File: config.mk
export PLATFORM = sky130hd
export DESIGN_NAME = fsc_regs
export DESIGN_NICKNAME = d
export VERILOG_FILES = /design/src/rtl/fsc_pkg.sv /design/src/rtl/fsc_cycle_timer.sv /design/src/rtl/fsc_regs.sv
export SDC_FILE = /design/constraint.sdc
export NUM_CORES = 1
export LEC_CHECK = 0
export BUFFER_PORTS_ARGS = -buffer_cell sky130_fd_sc_hd__buf_2
export CELL_PAD_IN_SITES_DETAIL_PLACEMENT = 1
export CELL_PAD_IN_SITES_GLOBAL_PLACEMENT = 1
export CORE_MARGIN = 3
export CORE_UTILIZATION = 31
export CTS_BUF_LIST = sky130_fd_sc_hd__clkbuf_16
export CTS_CLUSTER_DIAMETER = 40
export DETAILED_ROUTE_END_ITERATION = 10
export GPL_TIMING_DRIVEN = 0
export PLACE_DENSITY_LB_ADDON = 0.08
export SYNTH_ARGS = -nofsm -noshare
export SYNTH_HDL_FRONTEND = slang
export SYNTH_SLANG_ARGS = --single-unit
File: constraint.sdc
create_clock -name core_clk -period 2.5 [get_ports core_clk]
set_clock_uncertainty 0.05 [all_clocks]
set_input_delay 0 -clock core_clk [delete_from_list [all_inputs] [get_ports core_clk]]
set_output_delay 0 -clock core_clk [all_outputs]
set_load 0.1 [all_outputs]
File: src/rtl/fsc_pkg.sv
// Purpose: shared constants, field layouts and types of the flash status/config bank
// Assumes: one 100 MHz core clock; commands arrive already decoded
// Notes:   first data byte of a register write sits in data[15:8]
package fsc_pkg;

	// ****************************************
	// timing
	// ****************************************
	localparam int unsigned CLK_PERIOD_NS    = 10;
	localparam int unsigned WRITE_CYCLE_NS   = 10000;      // plain default, no figure known

	// ****************************************
	// status field positions
	// ****************************************
	localparam int unsigned ST_WIP_BIT       = 0;
	localparam int unsigned ST_WEL_BIT       = 1;
	localparam int unsigned ST_LEVEL_LSB     = 2;
	localparam int unsigned ST_LEVEL_MSB     = 5;
	localparam int unsigned ST_QUAD_BIT      = 6;
	localparam int unsigned ST_LOCK_BIT      = 7;

	// ****************************************
	// configuration field positions
	// ****************************************
	localparam int unsigned CF_DRIVE_LSB     = 0;
	localparam int unsigned CF_DRIVE_MSB     = 2;
	localparam int unsigned CF_BOTTOM_BIT    = 3;
	localparam int unsigned CF_PREAMBLE_BIT  = 4;
	localparam int unsigned CF_WIDE_BIT      = 5;
	localparam int unsigned CF_DUMMY_LSB     = 6;
	localparam int unsigned CF_DUMMY_MSB     = 7;

	// ****************************************
	// reset values and lengths
	// ****************************************
	localparam logic [3:0]  LEVEL_RESET      = 4'h0;
	localparam logic [2:0]  DRIVE_RESET      = 3'h7;       // 30 ohm code
	localparam logic [1:0]  DUMMY_RESET      = 2'h0;
	localparam logic [4:0]  BITS_STATUS_ONLY = 5'h08;
	localparam logic [4:0]  BITS_BOTH_REGS   = 5'h10;

	// ****************************************
	// types
	// ****************************************
	typedef enum logic [3:0] {
		FSC_CMD_WRITE_ENABLE,
		FSC_CMD_WRITE_DISABLE,
		FSC_CMD_WRITE_REGS,
		FSC_CMD_ENTER_WIDE,
		FSC_CMD_EXIT_WIDE,
		FSC_CMD_PAGE_PROGRAM,
		FSC_CMD_SECTOR_ERASE,
		FSC_CMD_HALF_BLOCK_ERASE,
		FSC_CMD_BLOCK_ERASE,
		FSC_CMD_CHIP_ERASE
	} fsc_cmd_t;

	typedef struct packed {
		logic        valid;            // one-cycle pulse at chip-select rise
		fsc_cmd_t    cmd;
		logic [4:0]  data_bits;        // data bits clocked after the opcode
		logic [15:0] data;             // first byte in [15:8]
		logic        target_protected; // from the protected-area decoder
	} fsc_req_t;

	typedef struct packed {
		logic        start;            // one-cycle pulse to the array engine
		fsc_cmd_t    cmd;
	} fsc_op_t;

endpackage : fsc_pkg

File: src/rtl/fsc_cycle_timer.sv
// Purpose: self-timed interval counter for the register write cycle
// Assumes: start is a one-cycle pulse while idle
// Notes:   done pulses once when the count expires
module fsc_cycle_timer #(
	parameter int unsigned CYCLES = 1000
) (
	input  wire logic core_clk,
	input  wire logic rst_b,
	input  wire logic start,
	output logic      busy,
	output logic      done
);

	localparam logic [31:0] LAST = 32'(CYCLES - 1);

	logic [31:0] count;

	// ****************************************
	// countdown
	// ****************************************
	// a start while busy is ignored, the caller never issues one
	always_ff @(posedge core_clk or negedge rst_b) begin
		if (!rst_b) begin
			count <= 32'h0;
			busy  <= 1'b0;
			done  <= 1'b0;
		end else begin
			done <= 1'b0;
			if (busy) begin
				if (count == 32'h0) begin
					busy <= 1'b0;
					done <= 1'b1;
				end else begin
					count <= count - 32'h1;
				end
			end else if (start) begin
				busy  <= 1'b1;
				count <= LAST;
			end
		end
	end

endmodule : fsc_cycle_timer

File: src/rtl/fsc_regs.sv
// Purpose: status and configuration registers of a serial flash, with protection checks
// Assumes: decoded commands on core_clk; pins write_protect_n and hard_reset_n are async
// Notes:   non-volatile bits are flops reset to factory values on power-up reset only

// Overview of operation
// - busy flag set during program, erase or register write, else cleared.
// - write latch must be set before program, erase or register write.
// - program or erase aimed at a protected area is ignored.
// - four protect level bits, default zero, changed only by register write.
// - protect level blocks program and all erase commands in its area.
// - chip erase runs only with protect level zero.
// - quad enable disables write-protect and reset pin functions.
// - lock set with write-protect low refuses register write.
// - lock bit is non-volatile, default zero.
// - drive strength field volatile, default 30 ohm code, register write sets it.
// - bottom-protect bit one-time programmable, default top.
// - preamble enable volatile, default off, set by register write.
// - wide address bit set by enter, cleared by exit, reset pin or power-off.
// - dummy cycle select two bits, default zero.
// - register write keeps busy for self-timed interval, then clears busy and latch.
// - register write valid only with exactly 8 or 16 data bits.
module fsc_regs #(
	parameter int unsigned WRITE_CYCLE_NS = fsc_pkg::WRITE_CYCLE_NS
) (
	input  wire logic            core_clk,
	input  wire logic            rst_b,
	input  wire logic            write_protect_n,
	input  wire logic            hard_reset_n,
	input  wire fsc_pkg::fsc_req_t req,
	input  wire logic            op_done,
	output logic [7:0]           flash_status,
	output logic [7:0]           flash_configuration,
	output logic                 hw_protect_state,
	output logic                 quad_io_enable,
	output fsc_pkg::fsc_op_t     op,
	output logic                 refused
);

	// least time, round up
	localparam int unsigned WRITE_CYCLES =
		(WRITE_CYCLE_NS + fsc_pkg::CLK_PERIOD_NS - 1) / fsc_pkg::CLK_PERIOD_NS;

	typedef enum logic [1:0] {
		FSC_IDLE,
		FSC_REG_WRITE,
		FSC_ARRAY_OP
	} fsc_state_t;

	fsc_state_t  state;
	logic        write_in_progress;
	logic        write_latch_flag;
	logic [3:0]  protect_level;
	logic        status_lock;
	logic [2:0]  drive_strength_sel;
	logic        protect_from_bottom;
	logic        preamble_enable;
	logic        wide_address_mode;
	logic [1:0]  dummy_cycle_sel;
	logic [1:0]  wp_sync;
	logic [1:0]  rst_sync;
	logic        timer_start;
	logic        timer_done;
	logic        pin_reset;
	logic        is_array_cmd;
	logic        accept_regs;
	logic        accept_array;

	// ****************************************
	// pin synchronisers
	// ****************************************
	always_ff @(posedge core_clk or negedge rst_b) begin
		if (!rst_b) begin
			wp_sync  <= 2'h3;
			rst_sync <= 2'h3;
		end else begin
			wp_sync  <= {wp_sync[0], write_protect_n};
			rst_sync <= {rst_sync[0], hard_reset_n};
		end
	end

	// ****************************************
	// command qualification
	// ****************************************
	// reset pin only acts while quad mode is off
	assign pin_reset    = !rst_sync[1] && !quad_io_enable;
	assign is_array_cmd = req.cmd inside {fsc_pkg::FSC_CMD_PAGE_PROGRAM,
	                                      fsc_pkg::FSC_CMD_SECTOR_ERASE,
	                                      fsc_pkg::FSC_CMD_HALF_BLOCK_ERASE,
	                                      fsc_pkg::FSC_CMD_BLOCK_ERASE,
	                                      fsc_pkg::FSC_CMD_CHIP_ERASE};
	assign accept_regs  = req.valid && req.cmd == fsc_pkg::FSC_CMD_WRITE_REGS
	                   && state == FSC_IDLE && write_latch_flag
	                   && !hw_protect_state
	                   && (req.data_bits == fsc_pkg::BITS_STATUS_ONLY
	                    || req.data_bits == fsc_pkg::BITS_BOTH_REGS);
	assign accept_array = req.valid && is_array_cmd && state == FSC_IDLE
	                   && write_latch_flag
	                   && !req.target_protected
	                   && (req.cmd != fsc_pkg::FSC_CMD_CHIP_ERASE
	                    || protect_level == fsc_pkg::LEVEL_RESET);
	assign timer_start  = accept_regs;

	// ****************************************
	// self-timed register write interval
	// ****************************************
	fsc_cycle_timer #(
		.CYCLES (WRITE_CYCLES)
	) u_timer (
		.core_clk (core_clk),
		.rst_b    (rst_b),
		.start    (timer_start),
		.busy     (),
		.done     (timer_done)
	);

	// ****************************************
	// cycle sequencing and busy flag
	// ****************************************
	// busy rises the cycle after acceptance so a status read then sees it
	always_ff @(posedge core_clk or negedge rst_b) begin
		if (!rst_b) begin
			state             <= FSC_IDLE;
			write_in_progress <= 1'b0;
		end else begin
			case (state)
				FSC_IDLE: begin
					if (accept_regs) begin
						state             <= FSC_REG_WRITE;
						write_in_progress <= 1'b1;
					end else if (accept_array) begin
						state             <= FSC_ARRAY_OP;
						write_in_progress <= 1'b1;
					end
				end
				FSC_REG_WRITE: begin
					if (timer_done) begin
						state             <= FSC_IDLE;
						write_in_progress <= 1'b0;
					end
				end
				FSC_ARRAY_OP: begin
					if (op_done) begin
						state             <= FSC_IDLE;
						write_in_progress <= 1'b0;
					end
				end
				default: begin
					state             <= FSC_IDLE;
					write_in_progress <= 1'b0;
				end
			endcase
		end
	end

	// ****************************************
	// write latch
	// ****************************************
	// completion clear wins over a same-cycle enable, which the busy check refuses anyway
	always_ff @(posedge core_clk or negedge rst_b) begin
		if (!rst_b) begin
			write_latch_flag <= 1'b0;
		end else if (pin_reset) begin
			write_latch_flag <= 1'b0;
		end else if ((state == FSC_REG_WRITE && timer_done)
		          || (state == FSC_ARRAY_OP && op_done)) begin
			write_latch_flag <= 1'b0;
		end else if (req.valid && state == FSC_IDLE) begin
			if (req.cmd == fsc_pkg::FSC_CMD_WRITE_ENABLE) begin
				write_latch_flag <= 1'b1;
			end else if (req.cmd == fsc_pkg::FSC_CMD_WRITE_DISABLE) begin
				write_latch_flag <= 1'b0;
			end
		end
	end

	// ****************************************
	// non-volatile status bits
	// ****************************************
	// survive the reset pin; only power-up reset restores factory values
	always_ff @(posedge core_clk or negedge rst_b) begin
		if (!rst_b) begin
			protect_level  <= fsc_pkg::LEVEL_RESET;
			quad_io_enable <= 1'b0;
			status_lock    <= 1'b0;
		end else if (accept_regs) begin
			protect_level  <= req.data[8 + fsc_pkg::ST_LEVEL_MSB :
			                           8 + fsc_pkg::ST_LEVEL_LSB];
			quad_io_enable <= req.data[8 + fsc_pkg::ST_QUAD_BIT];
			status_lock    <= req.data[8 + fsc_pkg::ST_LOCK_BIT];
		end
	end

	// ****************************************
	// configuration bits
	// ****************************************
	always_ff @(posedge core_clk or negedge rst_b) begin
		if (!rst_b) begin
			drive_strength_sel  <= fsc_pkg::DRIVE_RESET;
			protect_from_bottom <= 1'b0;
			preamble_enable     <= 1'b0;
			dummy_cycle_sel     <= fsc_pkg::DUMMY_RESET;
		end else if (pin_reset) begin
			drive_strength_sel  <= fsc_pkg::DRIVE_RESET;
			preamble_enable     <= 1'b0;
			dummy_cycle_sel     <= fsc_pkg::DUMMY_RESET;
		end else if (accept_regs && req.data_bits == fsc_pkg::BITS_BOTH_REGS) begin
			drive_strength_sel  <= req.data[fsc_pkg::CF_DRIVE_MSB :
			                                fsc_pkg::CF_DRIVE_LSB];
			// one-time programmable: a register write can set it, never clear it
			protect_from_bottom <= protect_from_bottom
			                     | req.data[fsc_pkg::CF_BOTTOM_BIT];
			preamble_enable     <= req.data[fsc_pkg::CF_PREAMBLE_BIT];
			dummy_cycle_sel     <= req.data[fsc_pkg::CF_DUMMY_MSB :
			                                fsc_pkg::CF_DUMMY_LSB];
		end
	end

	// ****************************************
	// wide address indicator
	// ****************************************
	// ignored while busy, like every other state-changing command, without raising refused
	always_ff @(posedge core_clk or negedge rst_b) begin
		if (!rst_b) begin
			wide_address_mode <= 1'b0;
		end else if (pin_reset) begin
			wide_address_mode <= 1'b0;
		end else if (req.valid && state == FSC_IDLE) begin
			if (req.cmd == fsc_pkg::FSC_CMD_ENTER_WIDE) begin
				wide_address_mode <= 1'b1;
			end else if (req.cmd == fsc_pkg::FSC_CMD_EXIT_WIDE) begin
				wide_address_mode <= 1'b0;
			end
		end
	end

	// ****************************************
	// protection state and engine handshake
	// ****************************************
	always_ff @(posedge core_clk or negedge rst_b) begin
		if (!rst_b) begin
			hw_protect_state <= 1'b0;
			op               <= '{start: 1'b0, cmd: fsc_pkg::FSC_CMD_WRITE_ENABLE};
			refused          <= 1'b0;
		end else begin
			hw_protect_state <= status_lock && !wp_sync[1] && !quad_io_enable;
			op.start         <= accept_array;
			if (accept_array) begin
				op.cmd <= req.cmd;
			end
			refused          <= req.valid && !accept_regs && !accept_array
			                 && (is_array_cmd || req.cmd == fsc_pkg::FSC_CMD_WRITE_REGS);
		end
	end

	// ****************************************
	// register images, wiring of flops only
	// ****************************************
	assign flash_status = {status_lock, quad_io_enable, protect_level,
	                       write_latch_flag, write_in_progress};
	assign flash_configuration = {dummy_cycle_sel, wide_address_mode, preamble_enable,
	                              protect_from_bottom, drive_strength_sel};

endmodule : fsc_regs

==> summary.md <==
| Metric | Value |
|---|---|
| Reg2reg path depth | 5 |
| First DRT Iteration DRCs | 113 |
| Met2 Use GR | approximately 28% |
| Met3 Usage GRT | 4.179% |
| GR met1 Demand/Resource | around 20% |
| Worst path slowest cell | or4_4 |
| Vias | 2882 |
| R2R Path End | u_timer.count[19]$_DFFE_PN0P_ |
| Initial Util | between 30% and 40% |
| Largest stage delay, worst path | roughly 0.58 ns |
| Layout cells sized above 1 | about a third |
| Worst Path Arrival | approximately 2.7 ns |
| Slew Viols, Final | 0 |
| Critical path origin | u_timer.count[9]$_DFFE_PN0P_ |
| Clock root buffer | clkbuf_16 |
| Port Buffers | a little over 50 |
| Remaining DRCs | 0 |
| Setup violators final | 3 |
| Post-route minimum period | approximately 2.6 ns |
| Static leakage | between 1.5 and 2 nW |
| Pwr dens | about 560 nW/um2 |
| Number of synthesis warnings | 0 |
| Ys flop type | dfrtp_1 |
| Post-synthesis sequential area ratio | approximately half |
| Initial antenna violation count | 0 |
| Startpoint Class | flop |
| Pre-Repair DR Iteration Count | 4 |
| # IOs | 56 |
| Reg2reg start | u_timer.count[9]$_DFFE_PN0P_ |
| Vias per cell | between 5 and 6 |
| CTS tree | done |
| MaxCap Viol Count | 0 |
| Hold Crit Class | in2reg |
| Antenna-violating nets left | 0 |
| Num rows | 36 |
| Synthesized area | approximately 3300 um2 |
| Total GRT Usage | 16.26% |
| Synth unique cells | 64 |
| Fraction of registers with async set/reset | 100.0% |
| Critical path type | reg2reg |
| Clock insertion delay at the later pin of the skew report | roughly 0.33 ns |
| Crit-path cells | or4_4, or3_4, a2111o_1, o211a_1, a211o_1 |
| Die Y | approximately 110 um |
| Synth top cells by count | dfrtp_1 (56), nand2_1 (44), nor3_1 (17) |
| GPL Wtd Cong | slightly above 0.8 |
| RSZ-0062 raised after global routing | yes |
| R2R setup slack | -0.05 ns |
| Core area | between 9000 and 10000 um2 |
| H-tree depth | 3 |
| Most Crowded Layer GR | met2 |
| Reg clk slew, reported paths | 0.06 ns |
| Largest cells by area after synthesis | dfrtp_1 (43%), dfstp_2 (5.7%), nand2_1 (5.1%), mux2i_1 (4.9%), nor3_1 (2.6%) |
| Post-DP HPWL | between 6 and 7 mm |
| Total power | approximately 2.5 mW |
| Flop and latch count out of synthesis | 63 |
| Largest net degree at the start of global routing | 64 |
| Most instantiated library cell after synthesis | dfrtp_1 |
| Clock sinks | between 60 and 70 |
| Post-synth top area share | between 40 and 50% |
| CP required | 2.66 ns |
| CTS Buf Count | 9 |
| CTS Buffer Depth | 2 |
| EDFF count, synth | 0 |
| Ant diodes | 0 |
| Tcrit/Tclk final | 102.1% |
| Mean routed wirelength per cell | ~17 um |
| Status | finished, violations left |
| Crit path capture type | flop |
| Global-route wire length before repair | between 10 and 15 mm |
| Worst setup endpoint | u_timer.count[19]$_DFFE_PN0P_ |
| Setup ws final | -0.05346 ns |
| GR Overflow Total | 0 |
| Crit-path max FO | 5 |
| Nets | 448 |
| Vias in the first global route | 2939 |
| Endpoints failing hold | 0 |
| Failing checks | setup timing |
| Die Area | between 10000 and 15000 um2 |
| Number of cells produced by synthesis | about 320 |
| Area delta synth->final | 36.10% |
| VDD IR max | roughly 0.00032 V |
| Leading area contributor after synthesis | dfrtp_1 |
| Die Span X | about 110 um |
| Final WL | 9.346 mm |
| Slew HR | 44.87% |
| Syn Area/Cell | between 10 and 15 um2 |
| Worst-Margin Slew | 0.8270 ns |
| Syn_nets | roughly 360 |
| WHS | 0.1030 ns |
| FMAX | roughly 0.39 GHz |
-- what timing repair did --
item                                    4_1_cts  5_1_grt
gates resized for setup                      16       16
pin swaps                                     2        4
hold buffers                                 21        0
setup buffers                                 5        8
hold endpoints to repair                     78        0
endpoints found under the setup margin       26       22
-- worst max-delay path, delay by kind of cell (launching register included) --
kind               cells  cell delay (ns)
AOI/OAI and AO/OA      3             0.99
DFF                    1             0.44
and+or+nand+nor        2             0.97
-- layer usage --
metal,wire length (um),vias up
met1,4400,1430
met4,74,0
met2,4516,52
li1,-,1393
met3,354,7
met5,0,-
-- sequential cells by signal (all words and copies together), names as in the netlist, 2 cells and up --
| signal | count |
|---|---|
| drive_strength_sel | 3 |
| dummy_cycle_sel | 2 |
| op | 5 |
| protect_level | 4 |
| rst_sync | 2 |
| state | 2 |
| u_timer.count | 32 |
| wp_sync | 2 |
-- placed cells by master (no fill, tap or decap), drive strengths merged, types with 14 or more instances in the layout --
master        n
buf          74
nor2         16
nor3         18
dlygate4sd3  21
dfrtp        56
nand2        44
mux2i        16
a21oi        16
clkbuf       14
-- cells by family after synthesis --
group / count (synthesis) / synth area share [%]
flops: 63 / 48.77
mux: 20 / 6.543
buf+inv: 25 / 4.080
compound gates: 64 / 14.24
xor+xnor: 3 / 0.8085
fa+ha+maj: 2 / 0.7697
simple gates: 144 / 24.79
-- how the worst min path moves through the flow --
stage	cells past startpoint	slack, ns	startpoint	end
final	4	0.10	req[24]	wide_address_mode$_DFFE_PN0P_
after CTS	4	0.09	req[24]	wide_address_mode$_DFFE_PN0P_
after floorplan	0	-0.35	rst_b	dummy_cycle_sel[0]$_DFFE_PN0P_
after global placement	1	0.06	hard_reset_n	rst_sync[0]$_DFF_PN1_
after global routing	4	0.14	req[24]	wide_address_mode$_DFFE_PN0P_
after detailed placement	1	0.06	hard_reset_n	rst_sync[0]$_DFF_PN1_
-- report_power, final --
part / internal (mW) / leakage [nW] / total (mW) / switching, mW
Sequential: 1.03 / 0.733 / 1.03 / 0.000998
Combinational: 0.0436 / 1.01 / 0.0949 / 0.0513
Clock: 0.874 / 0.153 / 1.35 / 0.479
-- final cells by class --
class	instances	area [um2]
plain buffers	15	91.34
clock buffers	9	225.2
clock inverters	7	97.59
fillers	1141	5575
inverters	7	26.28
multi-input cells	233	1654
flip-flops and latches	63	1590
well taps	133	166.4
repair buffers	85	573.1
-- metrics by stage --
step	TNS [ns]	utilization [%]	worst slack (ns)	area, um2	std cells
after floorplan	0	-	0.01984	3261	321
after global placement	-1.862	36.82	-0.2277	3682	505
after detailed placement	-2.480	36.85	-0.2549	3685	505
after CTS	-0.03601	43.07	-0.03601	4307	545
after global routing	-0.5992	44.24	-0.1157	4424	552
final	-0.07877	44.24	-0.05346	4424	552
Note: power is estimated with default switching activity, not from simulation.
